File: config.mk
export PLATFORM = sky130hd
export DESIGN_NAME = idc_config_port
export DESIGN_NICKNAME = d
export VERILOG_FILES = /design/src/hw/idc_pkg.sv /design/src/hw/idc_mem_if.sv /design/src/hw/idc_cfg_mem.sv /design/src/hw/idc_config_port.sv
export SDC_FILE = /design/constraint.sdc
export NUM_CORES = 1
export LEC_CHECK = 0
export BUFFER_PORTS_ARGS = -buffer_cell sky130_fd_sc_hd__buf_2
export CAP_MARGIN = 20
export CORE_ASPECT_RATIO = 0.75
export CORE_UTILIZATION = 45
export DETAILED_ROUTE_END_ITERATION = 12
export PLACE_DENSITY = 0.69
export SYNTH_ARGS = -nofsm -noshare
export SYNTH_HDL_FRONTEND = slang
export SYNTH_SLANG_ARGS = --single-unit
File: constraint.sdc
create_clock -name mclk_in -period 2.61 [get_ports mclk_in]
set_clock_uncertainty 0.05 [all_clocks]
set_input_delay 0.3915 -clock mclk_in [delete_from_list [all_inputs] [get_ports mclk_in]]
set_output_delay 0.3915 -clock mclk_in [all_outputs]
set_load 0.02 [all_outputs]
File: src/hw/idc_pkg.sv
// constants, field layout and state codes of the divider configuration port
package idc_pkg;
    localparam int          NUM_BYTES    = 24;
    localparam int          APB_AW       = 12;
    localparam logic [5:0]  DEV_ADDR_HI  = 6'h37;      // upper six bits of the target address
    localparam logic [7:0]  RESET_FB     = 8'h32;      // feedback code 50, ratio 100
    localparam logic [7:0]  RESET_NINT   = 8'h0A;      // output code 10, ratio 20
    // byte layout of one configuration
    localparam int          CFG_STRIDE   = 4;
    localparam int          FB_OFS       = 0;
    localparam int          PRE_OFS      = 1;
    localparam int          NINT_OFS     = 2;
    localparam int          NFRAC_OFS    = 3;
    localparam int          BANK_B_BASE  = 12;
    localparam int          MODE_BYTE    = 20;
    localparam int          SEL_BYTE     = 21;
    // bit positions
    localparam int          PRE_LSB      = 0;
    localparam int          CP_LSB       = 2;
    localparam int          A_INT_BIT    = 0;
    localparam int          A_BYP_BIT    = 1;
    localparam int          B_INT_BIT    = 2;
    localparam int          B_BYP_BIT    = 3;
    localparam int          SW_SEL_LSB   = 0;
    localparam int          SW_OVR_BIT   = 2;
    localparam int          OE_A_BIT     = 3;
    localparam int          OE_B_BIT     = 4;
    // apb map: byte n of the register file sits at 4*n
    localparam logic [11:0] STATUS_ADDR  = 12'h060;
    localparam logic [7:0]  BYPASS_RATIO = 8'h02;
    typedef enum logic [3:0] {
        IDC_IDLE  = 4'b0000,
        IDC_ADDR  = 4'b0001,
        IDC_AACK  = 4'b0010,
        IDC_PTR   = 4'b0011,
        IDC_PACK  = 4'b0100,
        IDC_WDAT  = 4'b0101,
        IDC_WACK  = 4'b0110,
        IDC_RDAT  = 4'b0111,
        IDC_RACK  = 4'b1000
    } idc_state_e;
    typedef logic [NUM_BYTES*8-1:0] idc_flat_t;
endpackage
File: src/hw/idc_mem_if.sv
// carrier between the port logic and the configuration byte store
interface idc_mem_if;
    import idc_pkg::*;
    logic            i2c_we;
    logic [7:0]      i2c_addr;
    logic [7:0]      i2c_wdata;
    logic            apb_we;
    logic [7:0]      apb_addr;
    logic [7:0]      apb_wdata;
    logic [7:0]      rd_addr;
    logic [7:0]      rd_data;
    idc_flat_t       flat;
    modport store (input i2c_we, i2c_addr, i2c_wdata, apb_we, apb_addr, apb_wdata,
                   rd_addr, output rd_data, flat);
    modport user  (output i2c_we, i2c_addr, i2c_wdata, apb_we, apb_addr, apb_wdata,
                   rd_addr, input rd_data, flat);
endinterface

File: src/hw/idc_cfg_mem.sv
// configuration byte store with two write ports and a registered read port
module idc_cfg_mem (
    input  wire logic   clk_in,
    input  wire logic   rst_in,
    idc_mem_if.store    mem
);
    import idc_pkg::*;

    logic [7:0] bytes_r   [NUM_BYTES];
    logic [7:0] bytes_nxt [NUM_BYTES];
    logic [7:0] rd_r;
    logic [7:0] rd_nxt;

    // power-up value of each byte
    function automatic logic [7:0] reset_byte(input int idx);
        if (idx < BANK_B_BASE + CFG_STRIDE && (idx % CFG_STRIDE) == FB_OFS) begin
            return RESET_FB;
        end
        if (idx < BANK_B_BASE + CFG_STRIDE && (idx % CFG_STRIDE) == NINT_OFS) begin
            return RESET_NINT;
        end
        return 8'h00;
    endfunction

    // serial writes win over bus writes to the same byte
    always_comb begin
        for (int i = 0; i < NUM_BYTES; i++) begin
            bytes_nxt[i] = bytes_r[i];
            if (mem.i2c_we && mem.i2c_addr == 8'(i)) begin
                bytes_nxt[i] = mem.i2c_wdata;
            end else if (mem.apb_we && mem.apb_addr == 8'(i)) begin
                bytes_nxt[i] = mem.apb_wdata;
            end
        end
        rd_nxt = (mem.rd_addr < 8'(NUM_BYTES)) ? bytes_r[mem.rd_addr[4:0]] : 8'h00;
    end

    always_ff @(posedge clk_in) begin
        for (int i = 0; i < NUM_BYTES; i++) begin
            bytes_r[i] <= rst_in ? reset_byte(i) : bytes_nxt[i];
        end
        rd_r <= rst_in ? 8'h00 : rd_nxt;
    end

    // flat view for the decoders and the bus
    always_comb begin
        for (int i = 0; i < NUM_BYTES; i++) begin
            mem.flat[i*8 +: 8] = bytes_r[i];
        end
    end
    assign mem.rd_data = rd_r;
endmodule

File: src/hw/idc_config_port.sv
// serial target, bus slave and divider decode for the clock generator settings
//
// The address map and the APB register port are this design's own decisions.
module idc_config_port (
    input  wire logic                        mclk_in,
    input  wire logic                        reset_in,
    input  wire logic                        psel_in,
    input  wire logic                        penable_in,
    input  wire logic                        pwrite_in,
    input  wire logic [idc_pkg::APB_AW-1:0]  paddr_in,
    input  wire logic [31:0]                 pwdata_in,
    output logic      [31:0]                 prdata_out,
    output logic                             pready_out,
    output logic                             pslverr_out,
    input  wire logic                        scl_in,
    input  wire logic                        serial_data_pin_in,
    output logic                             serial_data_pin_out,
    output logic                             serial_data_pin_oe_out,
    input  wire logic                        addr_sel_in,
    input  wire logic [1:0]                  freq_config_select_in,
    output logic      [9:0]                  feedback_ratio_out,
    output logic      [3:0]                  prescale_ratio_out,
    output logic      [1:0]                  charge_pump_range_out,
    output logic      [7:0]                  out_ratio_a_out,
    output logic      [7:0]                  out_frac_div_a_out,
    output logic      [7:0]                  out_ratio_b_out,
    output logic      [7:0]                  out_frac_div_b_out,
    output logic                             bank_a_enable_out,
    output logic                             bank_b_enable_out
);
    import idc_pkg::*;

    idc_mem_if mem ();

    idc_cfg_mem u_mem (
        .clk_in (mclk_in),
        .rst_in (reset_in),
        .mem    (mem)
    );

    // pick a byte out of the flat store
    function automatic logic [7:0] byte_at(input idc_flat_t f, input int idx);
        return f[idx*8 +: 8];
    endfunction

    // output divider ratio: twice the low six code bits, or two when int_m and byp are both set
    function automatic logic [7:0] out_ratio(input logic [7:0] nint, input logic int_m,
                                             input logic byp);
        if (int_m && byp) begin
            return BYPASS_RATIO;
        end
        return {1'b0, nint[5:0], 1'b0};
    endfunction

    // ---------------- pin synchronisers ----------------
    logic [4:0] sync1_r, sync1_nxt, sync2_r, sync2_nxt;
    logic       scl_d_r, scl_d_nxt, sda_d_r, sda_d_nxt;

    // two stages for every pin, then one delay for edge finding
    always_comb begin
        sync1_nxt = {freq_config_select_in, addr_sel_in, serial_data_pin_in, scl_in};
        sync2_nxt = sync1_r;
        scl_d_nxt = sync2_r[0];
        sda_d_nxt = sync2_r[1];
    end

    always_ff @(posedge mclk_in) begin
        sync1_r <= reset_in ? 5'h1F : sync1_nxt;
        sync2_r <= reset_in ? 5'h1F : sync2_nxt;
        scl_d_r <= reset_in ? 1'b1 : scl_d_nxt;
        sda_d_r <= reset_in ? 1'b1 : sda_d_nxt;
    end

    logic scl_s, sda_s, scl_rise, scl_fall, start_ev, stop_ev;
    assign scl_s    = sync2_r[0];
    assign sda_s    = sync2_r[1];
    assign scl_rise = scl_s & ~scl_d_r;
    assign scl_fall = ~scl_s & scl_d_r;
    assign start_ev = scl_s & scl_d_r & sda_d_r & ~sda_s;
    assign stop_ev  = scl_s & scl_d_r & ~sda_d_r & sda_s;

    // ---------------- serial target ----------------
    idc_state_e state_r, state_nxt;
    logic [7:0] shift_r, shift_nxt, ptr_r, ptr_nxt;
    logic [3:0] bit_r, bit_nxt;
    logic       rd_mode_r, rd_mode_nxt, nack_r, nack_nxt, low_r, low_nxt;
    logic       wr_en;

    // bit engine: sample on scl rise, drive on scl fall
    always_comb begin
        state_nxt   = state_r;
        shift_nxt   = shift_r;
        ptr_nxt     = ptr_r;
        bit_nxt     = bit_r;
        rd_mode_nxt = rd_mode_r;
        nack_nxt    = nack_r;
        low_nxt     = low_r;
        wr_en       = 1'b0;
        if (stop_ev) begin
            state_nxt = IDC_IDLE;
            low_nxt   = 1'b0;
        end else if (start_ev) begin
            state_nxt = IDC_ADDR;
            bit_nxt   = 4'h0;
            low_nxt   = 1'b0;
        end else if (scl_rise) begin
            case (state_r)
                IDC_ADDR, IDC_PTR, IDC_WDAT: begin
                    shift_nxt = {shift_r[6:0], sda_s};
                    bit_nxt   = bit_r + 4'h1;
                end
                IDC_RDAT: begin
                    bit_nxt = bit_r + 4'h1;
                end
                IDC_RACK: begin
                    nack_nxt = sda_s;
                end
                default: begin
                end
            endcase
        end else if (scl_fall) begin
            case (state_r)
                IDC_ADDR: begin
                    if (bit_r == 4'h8) begin
                        if (shift_r[7:1] == {DEV_ADDR_HI, sync2_r[2]}) begin
                            rd_mode_nxt = shift_r[0];
                            low_nxt     = 1'b1;
                            state_nxt   = IDC_AACK;
                        end else begin
                            state_nxt = IDC_IDLE;
                        end
                    end
                end
                IDC_PTR: begin
                    if (bit_r == 4'h8) begin
                        ptr_nxt   = shift_r;
                        low_nxt   = 1'b1;
                        state_nxt = IDC_PACK;
                    end
                end
                IDC_WDAT: begin
                    if (bit_r == 4'h8) begin
                        wr_en     = 1'b1;
                        low_nxt   = 1'b1;
                        state_nxt = IDC_WACK;
                    end
                end
                IDC_AACK, IDC_RACK: begin
                    bit_nxt = 4'h0;
                    if (!rd_mode_r) begin
                        low_nxt   = 1'b0;
                        state_nxt = IDC_PTR;
                    end else if (state_r == IDC_RACK && nack_r) begin
                        low_nxt   = 1'b0;
                        state_nxt = IDC_IDLE;
                    end else begin
                        shift_nxt = mem.rd_data;
                        low_nxt   = ~mem.rd_data[7];
                        ptr_nxt   = ptr_r + 8'h01;
                        state_nxt = IDC_RDAT;
                    end
                end
                IDC_PACK, IDC_WACK: begin
                    if (state_r == IDC_WACK) begin
                        ptr_nxt = ptr_r + 8'h01;
                    end
                    bit_nxt   = 4'h0;
                    low_nxt   = 1'b0;
                    state_nxt = IDC_WDAT;
                end
                IDC_RDAT: begin
                    if (bit_r == 4'h8) begin
                        low_nxt   = 1'b0;
                        state_nxt = IDC_RACK;
                    end else begin
                        shift_nxt = {shift_r[6:0], 1'b0};
                        low_nxt   = ~shift_r[6];
                    end
                end
                default: begin
                end
            endcase
        end
    end

    always_ff @(posedge mclk_in) begin
        state_r   <= reset_in ? IDC_IDLE : state_nxt;
        shift_r   <= reset_in ? 8'h00 : shift_nxt;
        ptr_r     <= reset_in ? 8'h00 : ptr_nxt;
        bit_r     <= reset_in ? 4'h0 : bit_nxt;
        rd_mode_r <= reset_in ? 1'b0 : rd_mode_nxt;
        nack_r    <= reset_in ? 1'b0 : nack_nxt;
        low_r     <= reset_in ? 1'b0 : low_nxt;
    end

    // open drain: only ever pull low
    assign serial_data_pin_out    = 1'b0;
    assign serial_data_pin_oe_out = low_r;
    assign mem.i2c_we    = wr_en;
    assign mem.i2c_addr  = ptr_r;
    assign mem.i2c_wdata = shift_r;
    assign mem.rd_addr   = ptr_r;

    // ---------------- apb slave ----------------
    logic [31:0] prdata_r, prdata_nxt;
    logic        pready_r, pready_nxt, pslverr_r, pslverr_nxt;
    logic        byte_hit, stat_hit;
    logic [7:0]  apb_idx;
    logic [1:0]  sel_r, sel_nxt, sw_sel;

    assign apb_idx  = paddr_in[9:2];
    assign byte_hit = paddr_in[1:0] == 2'b00 && paddr_in[11:10] == 2'b00
                      && apb_idx < 8'(NUM_BYTES);
    assign stat_hit = paddr_in == STATUS_ADDR;

    // answer one cycle into the access phase; the write lands on the next edge, where ready is sampled
    always_comb begin
        prdata_nxt  = prdata_r;
        pslverr_nxt = 1'b0;
        pready_nxt  = 1'b0;
        if (psel_in && penable_in && !pready_r) begin
            pready_nxt  = 1'b1;
            pslverr_nxt = ~(byte_hit | stat_hit);
            prdata_nxt  = 32'h0000_0000;
            if (!pwrite_in && byte_hit) begin
                prdata_nxt = {24'h00_0000, byte_at(mem.flat, int'(apb_idx[4:0]))};
            end else if (!pwrite_in && stat_hit) begin
                prdata_nxt = {16'h0000, ptr_r, 1'b0, sel_r, rd_mode_r, state_r};
            end
        end
    end

    always_ff @(posedge mclk_in) begin
        prdata_r  <= reset_in ? 32'h0000_0000 : prdata_nxt;
        pready_r  <= reset_in ? 1'b0 : pready_nxt;
        pslverr_r <= reset_in ? 1'b0 : pslverr_nxt;
    end

    assign mem.apb_we    = psel_in & penable_in & pready_r & pwrite_in & byte_hit;
    assign mem.apb_addr  = apb_idx;
    assign mem.apb_wdata = pwdata_in[7:0];
    assign prdata_out    = prdata_r;
    assign pready_out    = pready_r;
    assign pslverr_out   = pslverr_r;

    // ---------------- configuration decode ----------------
    logic [7:0] mode_b, ctl_b, fb_b, pre_b;
    logic [9:0] fb_nxt;
    logic [3:0] pre_nxt;
    logic [1:0] cp_nxt;
    logic [7:0] ra_nxt, fa_nxt, rb_nxt, fb2_nxt;
    logic       ea_nxt, eb_nxt;
    logic [9:0] fb_q;
    logic [3:0] pre_q;
    logic [1:0] cp_q;
    logic [7:0] ra_q, fa_q, rb_q, fb2_q;
    logic       ea_q, eb_q;

    assign mode_b = byte_at(mem.flat, MODE_BYTE);
    assign ctl_b  = byte_at(mem.flat, SEL_BYTE);
    assign sw_sel = ctl_b[SW_SEL_LSB +: 2];

    // select pins or software override choose the active set; code 3 falls to set 0
    always_comb begin
        sel_nxt = ctl_b[SW_OVR_BIT] ? sw_sel : sync2_r[4:3];
        if (sel_nxt == 2'b11) begin
            sel_nxt = 2'b00;
        end
        fb_b    = byte_at(mem.flat, int'(sel_r) * CFG_STRIDE + FB_OFS);
        pre_b   = byte_at(mem.flat, int'(sel_r) * CFG_STRIDE + PRE_OFS);
        fb_nxt  = {1'b0, fb_b, 1'b0};
        pre_nxt = 4'h1 << pre_b[PRE_LSB +: 2];
        cp_nxt  = pre_b[CP_LSB +: 2];
        ra_nxt  = out_ratio(byte_at(mem.flat, int'(sel_r) * CFG_STRIDE + NINT_OFS),
                            mode_b[A_INT_BIT], mode_b[A_BYP_BIT]);
        fa_nxt  = byte_at(mem.flat, int'(sel_r) * CFG_STRIDE + NFRAC_OFS);
        rb_nxt  = out_ratio(byte_at(mem.flat, BANK_B_BASE + NINT_OFS),
                            mode_b[B_INT_BIT], mode_b[B_BYP_BIT]);
        fb2_nxt = byte_at(mem.flat, BANK_B_BASE + NFRAC_OFS);
        ea_nxt  = ctl_b[OE_A_BIT];
        eb_nxt  = ctl_b[OE_B_BIT];
    end

    always_ff @(posedge mclk_in) begin
        sel_r <= reset_in ? 2'b00 : sel_nxt;
        fb_q  <= reset_in ? 10'h000 : fb_nxt;
        pre_q <= reset_in ? 4'h1 : pre_nxt;
        cp_q  <= reset_in ? 2'b00 : cp_nxt;
        ra_q  <= reset_in ? 8'h00 : ra_nxt;
        fa_q  <= reset_in ? 8'h00 : fa_nxt;
        rb_q  <= reset_in ? 8'h00 : rb_nxt;
        fb2_q <= reset_in ? 8'h00 : fb2_nxt;
        ea_q  <= reset_in ? 1'b0 : ea_nxt;
        eb_q  <= reset_in ? 1'b0 : eb_nxt;
    end

    assign feedback_ratio_out    = fb_q;
    assign prescale_ratio_out    = pre_q;
    assign charge_pump_range_out = cp_q;
    assign out_ratio_a_out       = ra_q;
    assign out_frac_div_a_out    = fa_q;
    assign out_ratio_b_out       = rb_q;
    assign out_frac_div_b_out    = fb2_q;
    assign bank_a_enable_out     = ea_q;
    assign bank_b_enable_out     = eb_q;
endmodule

==> impl_metrics.env, run 1 <==
export IMPL_status="completed"
export IMPL_post_cts_buffers=0
export IMPL_wire_per_inst_um=26.0
export IMPL_grt_usage_pct=31.2
export IMPL_grt_max_degree=102
export IMPL_instances_no_fill=2424
export IMPL_setup_viol=0
export IMPL_min_period_over_period_pct=96.3
export IMPL_grt_pass1_wl_mm=94.3
export IMPL_hold_path_depth=2
export IMPL_p_clk_share_pct=48.5
export IMPL_hold_violations=0
export IMPL_die_w_um=231
export IMPL_ys_types=74
export IMPL_layout_drive_gt1_share_pct=25.5
export IMPL_clk_latency_ps=540
export IMPL_cts_max_level=2
export IMPL_area_growth_pct=16.8
export IMPL_crit_buf_inv=1
export IMPL_p_per_area_nw_per_um2=497
export IMPL_postSynthAreaPerCell_sq_um=9.92
export IMPL_cp_cell_sequence="inv_1, ha_1, and3b_1, and4_1, and3_1, a211oi_1, nor3_1"
export IMPL_fin_crit_ps=2510
export IMPL_synth_warnings=0
export IMPL_hold_path_class="input port to flop"
export IMPL_ir_drop_uv=376
export IMPL_ioPinCount=140
export IMPL_finish_utilization_pct=53.6
export IMPL_worst_pin_slew_ps=947
export IMPL_crit_slowest_cell="and3_1"
export IMPL_reg2reg_depth=7
export IMPL_cpLargestDelayFamily="simple AND/OR/NAND/NOR gates"
export IMPL_routabilityCongestion=0.997
export IMPL_port_buffers=92
export IMPL_synthArstFlopShare_pct=0
export IMPL_dp_worst_setup_slack_ps=-296
export IMPL_synth_seq_cells=303
export IMPL_antenna_found_initial=2
export IMPL_vias=15800
export IMPL_slowest_delay_ps=540
export IMPL_arrival_ps=2900
export IMPL_synth_edf_count=0
export IMPL_relSlewSlack_pct=35.2
export IMPL_die_area_sq_um=40000
export IMPL_nets=1946
export IMPL_clkTransAtPathRegs_ps=60
export IMPL_leakagePower_nw=7.97
export IMPL_grt_overflow=0
export IMPL_p_int_mw=7.74
export IMPL_setup_slack_ps=95.6
export IMPL_p_total_mw=10.2
export IMPL_finalMaxSlewViolations=0
export IMPL_clockBufferDepth=3
export IMPL_path_class="flop to flop"
export IMPL_ys_flop_type="dfxtp_1"
export IMPL_max_freq_mhz=398
export IMPL_dr_pass1_iters=6
export IMPL_share_comb_of_total_power_pct=5.9
export IMPL_synthesis_area_sq_um=17600
export IMPL_clock_sinks=303
export IMPL_cts_tree="built"
export IMPL_grt_pass1_vias=14900
export IMPL_core_area_sq_um=38500
export IMPL_num_rows=62
export IMPL_synth_cells=1780
export IMPL_final_common_cell="dfxtp_1"
export IMPL_root_buffer="clkbuf_16"
export IMPL_die_y_um=174
export IMPL_initial_core_util_pct=45.9
export IMPL_synth_seq_area_share_pct=34.4
export IMPL_maxCapViolations=0
export IMPL_tns_ps=0
export IMPL_path_max_fanout=9
export IMPL_cp_num_cells=7
export IMPL_drcViolationCount=0
export IMPL_rsz0062_at_grt="false"
export IMPL_start_kind="flop"
export IMPL_switching_share_pct=24.4
export IMPL_vias_per_cell=6.52
export IMPL_end_kind="flop"
export IMPL_critPathRequiredTime_ps=3000
export IMPL_drt_iter0_drc=2285
export IMPL_p_seq_share_pct=45.6
export IMPL_dp_cells=2354
export IMPL_dpl_hpwl_mm=44.2
export IMPL_routed_wl_mm=63.1
export IMPL_p_sw_mw=2.50
export IMPL_cts_buffers=34
export IMPL_ant_nets=0
export IMPL_mostFrequentLayoutCells="dfxtp_1, nor2_1, mux2i_1"
final timing paths:
check	start	to	slack, ps
worst max-delay path	bit_r[0]	u_mem.bytes_r[3][3]	100
worst min-delay path	reset_in	state_r[0]	180
worst max register to register	bit_r[0]	u_mem.bytes_r[3][3]	100
worst min register to register	sync1_r[0]	sync2_r[0]	360
synthesized netlist by cell type (8+ instances only):
cell type | instances | area (sq um)
nand2_1 | 60 | 225
clkbuf_1 | 137 | 514
buf_4 | 25 | 188
mux2_1 | 28 | 315
mux2_2 | 10 | 113
buf_2 | 22 | 110
nand4_1 | 19 | 119
and2_1 | 27 | 169
nand3b_1 | 8 | 60.1
nor2_1 | 215 | 807
nor2b_1 | 72 | 450
o21ai_1 | 11 | 55.1
o211ai_1 | 9 | 67.6
buf_1 | 21 | 78.8
dfxtp_1 | 303 | 6070
a31oi_1 | 14 | 87.6
o21ai_0 | 23 | 115
or4_1 | 8 | 60.1
a211oi_1 | 167 | 1250
ha_1 | 9 | 113
a21oi_1 | 20 | 100
inv_1 | 21 | 78.8
nand4b_1 | 8 | 70.1
nand3_1 | 17 | 85.1
nor3_1 | 51 | 255
o22ai_1 | 10 | 62.6
mux2i_1 | 186 | 1860
or2_2 | 12 | 75.1
nand2b_1 | 8 | 50.1
a22o_1 | 14 | 123
and3_1 | 14 | 87.6
mux4_2 | 124 | 2790
what timing repair did:
action | CTS | global route
hold buffers | 5 | 0
endpoints found under the setup margin | 0 | 3
endpoints found under the hold margin | 5 | 0
resized for setup | 0 | 2
routing by layer:
layer	vias to the layer above	global-route usage (%)	wire length (um)
li1	6839	-	-
met1	7737	43.2	25400
met5	-	0	0
met3	197	9.62	8440
met2	1032	45.1	26400
met4	0	12.1	2930
registers in the layout, summed over array words and instances (netlist names), 5 cells and up:
| name | cells |
|---|---|
| out_ratio_b_out | 6 |
| out_frac_div_a_out | 8 |
| u_mem.bytes_r | 192 |
| sync1_r | 5 |
| mem.i2c_addr | 8 |
| out_frac_div_b_out | 8 |
| prdata_out | 16 |
| mem.i2c_wdata | 8 |
| sync2_r | 5 |
| feedback_ratio_out | 8 |
| u_mem.mem.rd_data | 8 |
| out_ratio_a_out | 6 |
logic make-up (layout without fill, tap and decap cells):
logic type | Yosys count | after routing | synth area share, %
simple gates | 574 | 574 | 17.5
mux | 348 | 348 | 28.8
compound gates | 314 | 314 | 13.0
flops | 303 | 303 | 34.4
buf+inv | 227 | 334 | 5.52
fa+ha+maj | 9 | 9 | 0.638
xor+xnor | 4 | 4 | 0.199
other cells | 1 | 26 | 0.0212
per-stage QoR:
stage / cell area [sq um] / hold slack (ps)
after floorplan: 17700 / 339
after global placement: 19400 / 349
after detailed placement: 19400 / 348
after CTS: 20600 / 159
after global routing: 20600 / 182
final: 20600 / 181
power by group through the flow:
stage          Clock (mW)  Combinational, mW  Sequential [mW]
6_report             4.96              0.607             4.66
3_5_place_dp            0              0.579             4.77
4_1_cts              5.00              0.588             4.66
5_1_grt              5.20              0.629             4.66
2_1_floorplan           0              0.371             4.78
3_3_place_gp            0              0.574             4.77
final cells by class:
type                            count  area (sq um)
Antenna cell                        3          7.51
Clock buffer                       51          1050
Clock inverter                     11          83.8
Fill cell                        3399         17900
Inverter                           22          82.6
Multi-Input combinational cell   1272         10700
Sequential cell                   303          6070
Tap cell                          512           641
Timing Repair Buffer              250          1940
(Power assumes the default switching activity.)
==> inputs of run 2 (changes only) <==
SYNTH_HIERARCHICAL = 1   (was default)
==> run 2 against run 1 <==
  * The run now ends with setup timing left
  * First-iteration DRC count up 4.9%
  * Power down 3.0%
  * Worst setup slack worse by 200 ps
  * Critical path depth up 6
  * Area after synthesis down 2.3%
  * Synthesized cell count down 2.0%
  * Clock power down 5.8%
  * Wire length about the same
==> impl_metrics.env, run 2 <==
export IMPL_p_per_area_nw_per_um2=476
export IMPL_synthesis_area_sq_um=17200
export IMPL_die_area_sq_um=39100
export IMPL_instances_no_fill=2413
export IMPL_path_max_fanout=8
export IMPL_drcViolationCount=0
export IMPL_synth_top_area_cell="dfxtp_1"
export IMPL_clock_sinks=303
export IMPL_maxCapViolations=0
export IMPL_port_buffers=92
export IMPL_multi_input_area_sq_um=10800
export IMPL_tns_ps=-2050
export IMPL_cts_buffers=31
export IMPL_ys_top_cells_by_area="dfxtp_1, mux2i_1, mux4_2"
export IMPL_whs_ps=299
export IMPL_n_fill_cell=3232
export IMPL_cts_tree="built"
export IMPL_worst_pin_slew_ps=939
export IMPL_critPathRequiredTime_ps=3000
export IMPL_ys_flop_type="dfxtp_1"
export IMPL_globalRouteMet3Util_pct=9.12
export IMPL_vias_per_cell=6.52
export IMPL_fin_crit_ps=2710
export IMPL_die_y_um=172
export IMPL_num_rows=61
export IMPL_end_kind="flop"
export IMPL_initial_core_util_pct=46.1
export IMPL_clk_latency_ps=600
export IMPL_synth_edf_count=0
export IMPL_relSlewSlack_pct=37.4
export IMPL_rsz0062_at_grt="true"
export IMPL_area_growth_pct=20.9
export IMPL_top_register="u_mem/bytes_r"
export IMPL_drt_iter0_drc=2397
export IMPL_finish_utilization_pct=55.8
export IMPL_ys_types=71
export IMPL_clockBufferDepth=3
export IMPL_grt_pass1_vias=14300
export IMPL_hold_path_class="input port to flop"
export IMPL_dr_pass1_iters=6
export IMPL_arrival_ps=3100
export IMPL_wire_per_inst_um=26.2
export IMPL_final_seq_area_sq_um=6070
export IMPL_synth_seq_area_share_pct=35.2
export IMPL_synth_cells=1745
export IMPL_vias=15700
export IMPL_ir_drop_uv=495
export IMPL_cts_max_level=1
export IMPL_nets=1942
export IMPL_finalMaxSlewViolations=0
export IMPL_netlist_top_cells_count="dfxtp_1, mux2i_1, nor2_1"
export IMPL_synth_warnings=6
export IMPL_min_period_over_period_pct=104
export IMPL_start_kind="flop"
export IMPL_final_common_cell="dfxtp_1"
export IMPL_core_area_sq_um=37400
export IMPL_setup_viol=58
export IMPL_grt_max_degree=195
export IMPL_largest_reg_flops=192
export IMPL_netlist_area_leader_share_pct=35.2
export IMPL_place_area_sq_um=19000
export IMPL_max_freq_mhz=369
export IMPL_status="finished, violations left"
export IMPL_routabilityCongestion=0.949
export IMPL_root_buffer="clkbuf_16"
export IMPL_leakagePower_nw=8.20
export IMPL_grt_use_met2_pct=44.2
export IMPL_grt_usage_pct=30.4
export IMPL_postSynthAreaPerCell_sq_um=9.88
export IMPL_ioPinCount=140
export IMPL_fin_area_sq_um=20900
export IMPL_setup_slack_ps=-101
export IMPL_ant_nets=0
export IMPL_crit_slowest_cell="dfxtp_2"
export IMPL_routed_wl_mm=63.1
export IMPL_mostFrequentLayoutCells="dfxtp_1, mux2i_1, nor2_1"
export IMPL_use_met1_pct=42.4
export IMPL_grt_pass1_wl_mm=90.5
export IMPL_path_class="flop to flop"
export IMPL_grt_overflow=0
export IMPL_violations="setup timing"
export IMPL_synthArstFlopShare_pct=0
export IMPL_dp_worst_setup_slack_ps=-181
export IMPL_hold_violations=0
export IMPL_synth_seq_cells=303
export IMPL_top_usage_layer="met2"
export IMPL_synthMostInstantiatedCell="dfxtp_1"
export IMPL_dpl_hpwl_mm=41.5
export IMPL_antenna_found_initial=2
export IMPL_cp_cell_sequence="inv_2, ha_4, nand3b_1, nor2_2, nand3_2, nor4b_4, buf_4, nor3b_4, buf_6, nand4b_1, buf_6, nor2_2, a211oi_1"
export IMPL_die_w_um=228
export IMPL_dp_cells=2324
export IMPL_layout_drive_gt1_share_pct=28.8
export IMPL_clkTransAtPathRegs_ps=70
export IMPL_slowest_delay_ps=340
export IMPL_p_total_mw=9.93
==> run 2: cell types whose count changed in the layout (fill, tap and decap cells not counted), sizes merged, moves of 16 or more <==
| cell | change |
|---|---|
| and2 | -19 |
| a22oi | +45 |
| mux2i | +79 |
| a21oi | +20 |
| mux4 | -34 |
| o21ai | -16 |
| nor3 | -21 |
| nand3 | +37 |
| nor2b | -19 |
==> run 2: cell type report <==
cell class                 count  area share [%]
sequential                   303            29.1
inverter                       9           0.162
tap                          504            3.02
antenna                        2          0.0240
clock inverter                10           0.594
timing repair buffer         261            10.7
multi-input combinational   1276            51.8
clock buffer                  48            4.51
==> run 2: worst max-delay path, delay by kind of cell (launching register included) <==
kind            cells  cell delay [ps]
fa+ha+maj           1              120
buf+inv             4              670
compound gates      1               50
flops               1              340
simple gates        7             1280
==> run 2: timing repair <==
action | in CTS | in global routing
setup endpoints to repair | 26 | 147
gates cloned | 0 | 10
endpoints found under the hold margin | 5 | 0
buffers inserted | 0 | 14
gates resized for setup | 3 | 156
pin swaps | 0 | 8
hold buffers | 5 | 0
==> run 2: path summary, 6_finish.rpt <==
kind | startpoint | to | slack (ps) | cells past startpoint
setup / recovery | bit_r[0] | u_mem/bytes_r[16][4] | -100 | 13
hold / removal | pwrite_in | prdata_out[6] | 300 | 5
setup reg to reg | bit_r[0] | u_mem/bytes_r[16][4] | -100 | 13
hold reg to reg | sync1_r[3] | sync2_r[3] | 340 | 1
==> run 2: metal layers <==
layer | share of wire [%] | vias up
met5 | 0.019 | -
li1 | - | 6824
met4 | 4.3 | 2
met3 | 15 | 186
met1 | 40 | 7625
met2 | 41 | 1104
==> run 2: cells by family (layout without fill, tap and decap cells) <==
group | count (synthesis) | in the layout | synth area share (%)
simple gates | 512 | 513 | 15.8
mux | 383 | 383 | 29.0
compound gates | 346 | 346 | 14.4
flops | 303 | 303 | 35.2
buf+inv | 189 | 328 | 4.91
fa+ha+maj | 6 | 6 | 0.435
xor+xnor | 5 | 5 | 0.254
other cells | 1 | 25 | 0.0217
==> run 2: where the power goes <==
part | switching [mW] | total [mW] | internal, mW
registers | 0.0144 | 4.66 | 4.64
clock network | 1.99 | 4.67 | 2.69
logic | 0.415 | 0.597 | 0.183
==> inputs of run 3 (changes only) <==
CORE_ASPECT_RATIO = default   (was 0.75)
GPL_TIMING_DRIVEN = 0   (was default)
==> run 3 against run 2 <==
  * The flow now finishes without violations
  * Wire length is 25% higher
  * Worst setup slack better by 110 ps
  * Largest cell class unchanged
  * Sequential power hardly changed
  * Critical path depth is 1 higher
  * Register-to-register slack better by 110 ps
  * Global-route usage is 9.9 points higher
  * Clock power is 15% higher
  * Core utilization is 0.17 points higher
  * Worst hold slack worse by 79 ps
==> impl_metrics.env, run 3 (synthesis gave the netlist of run 2 again) <==
export IMPL_status="completed"
export IMPL_instances_no_fill=2486
export IMPL_wire_per_inst_um=31.8
export IMPL_crit_slowest_cell="dfxtp_2"
export IMPL_vias_per_cell=6.69
export IMPL_root_buffer="clkbuf_16"
export IMPL_top_register="u_mem/bytes_r"
export IMPL_grt_pass1_vias=15200
export IMPL_finalMaxSlewViolations=0
export IMPL_worst_pin_slew_ps=1170
export IMPL_rsz0062_at_grt="true"
export IMPL_clock_sinks=303
export IMPL_crit_buf_inv=5
export IMPL_initial_core_util_pct=45.8
export IMPL_finish_utilization_pct=55.9
export IMPL_area_growth_pct=22.1
export IMPL_p_per_area_nw_per_um2=510
export IMPL_cp_cell_sequence="inv_2, ha_4, nand3b_1, nor2_2, nand3_2, nor4b_4, buf_4, nor3b_2, buf_4, nand4_1, buf_6, buf_6, nor2_2, a211oi_4"
export IMPL_vias=16600
export IMPL_dp_cells=2373
export IMPL_routabilityCongestion=1.04
export IMPL_drcViolationCount=0
export IMPL_grt_overflow=0
export IMPL_hold_violations=0
export IMPL_fin_crit_ps=2600
export IMPL_slowest_delay_ps=330
export IMPL_cts_max_level=2
export IMPL_dr_wl_met2_mm=32.5
export IMPL_setup_viol=0
export IMPL_start_kind="flop"
export IMPL_maxCapViolations=0
export IMPL_die_area_sq_um=39100
export IMPL_grt_usage_pct=40.2
export IMPL_routed_wl_mm=79.1
export IMPL_hold_path_class="input port to flop"
export IMPL_clk_latency_ps=570
export IMPL_place_area_sq_um=18500
export IMPL_grt_max_degree=17
export IMPL_max_freq_mhz=385
export IMPL_die_y_um=198
export IMPL_drt_met1_wl_mm=30.3
export IMPL_end_kind="flop"
export IMPL_port_buffers=92
export IMPL_dpl_hpwl_mm=56.1
export IMPL_top_layer_used="met5"
export IMPL_cts_tree="built"
export IMPL_largest_reg_flops=192
export IMPL_whs_ps=220
export IMPL_antenna_found_initial=5
export IMPL_num_rows=71
export IMPL_dr_pass1_iters=6
export IMPL_tns_ps=0
export IMPL_ioPinCount=140
export IMPL_ant_nets=0
export IMPL_dr_wl_met3_mm=10.8
export IMPL_leakagePower_nw=8.27
export IMPL_relSlewSlack_pct=22.3
export IMPL_hold_path_depth=2
export IMPL_core_area_sq_um=37700
export IMPL_fin_area_sq_um=21100
export IMPL_mostFrequentLayoutCells="dfxtp_1, mux2i_1, nor2_1"
export IMPL_cpLargestDelayFamily="simple AND/OR/NAND/NOR gates"
export IMPL_final_common_cell="dfxtp_1"
export IMPL_layout_drive_gt1_share_pct=27.5
export IMPL_path_class="flop to flop"
export IMPL_cp_num_cells=14
export IMPL_min_period_over_period_pct=99.6
export IMPL_clkTransAtPathRegs_ps=60
export IMPL_cts_buffers=36
export IMPL_nets=2009
export IMPL_clockBufferDepth=3
export IMPL_arrival_ps=2960
export IMPL_drt_iter0_drc=2318
export IMPL_path_max_fanout=6
export IMPL_ir_drop_uv=409
export IMPL_reg2reg_depth=14
export IMPL_critPathRequiredTime_ps=2970
export IMPL_grt_pass1_wl_mm=111
export IMPL_die_w_um=198
-- run 3: cell types whose count changed in the layout (fill, tap and decap cells not counted), moves of 14 or more --
| cell | before | now |
|---|---|---|
| clkbuf_2 | 0 | 18 |
| buf_4 | 107 | 61 |
| buf_12 | 27 | 13 |
| buf_2 | 90 | 110 |
| nor2_1 | 171 | 200 |
| clkbuf_1 | 8 | 88 |
| nor2_2 | 34 | 10 |
-- run 3: path summary, 6_finish.rpt --
check | to | startpoint | slack (ps)
worst min-delay path | pready_out | reset_in | 220
worst min register to register | sync2_r[1] | sync1_r[1] | 360
worst max-delay path | u_mem/bytes_r[20][2] | bit_r[0] | 10
worst max register to register | u_mem/bytes_r[20][2] | bit_r[0] | 10
-- run 3: final cells by class --
cell class / instances / area, sq um
Clock inverter: 9 / 161
Multi-Input combinational cell: 1275 / 10900
Fill cell: 3404 / 16600
Antenna cell: 1 / 2.50
Buffer: 174 / 1010
Clock buffer: 54 / 1070
Inverter: 9 / 36.3
Sequential cell: 303 / 6080
Tap cell: 511 / 639
Timing Repair Buffer: 150 / 1110
-- run 3: layer usage --
layer | vias to the layer above | GRT usage (%)
li1 | 6938 | -
met1 | 8143 | 53.7
met2 | 1269 | 56.2
met3 | 277 | 12.2
met4 | 6 | 25.7
met5 | - | 0
-- run 3: stage by stage --
stage          setup slack (ps)  power, mW
2_1_floorplan              13.8       5.15
3_3_place_gp              -1300       5.43
3_5_place_dp              -1320       5.44
4_1_cts                    3.19       10.7
5_1_grt                   -30.9       11.0
6_report                   11.6       10.7
-- run 3: repair_timing --
| item | in CTS | in global routing |
|---|---|---|
| setup endpoints to repair | 227 | 209 |
| buffers inserted | 31 | 15 |
| hold endpoints to repair | 5 | 0 |
| pin swaps | 16 | 14 |
| hold buffers | 5 | 0 |
| resized for setup | 133 | 99 |
| cloned | 2 | 2 |
-- run 3: where the power goes --
group / internal [mW] / leakage [nW] / switching (mW)
Clock: 3.23 / 0.595 / 2.12
Sequential: 4.64 / 2.45 / 0.0143
Combinational: 0.198 / 5.22 / 0.538
Total: 8.08 / 8.27 / 2.67
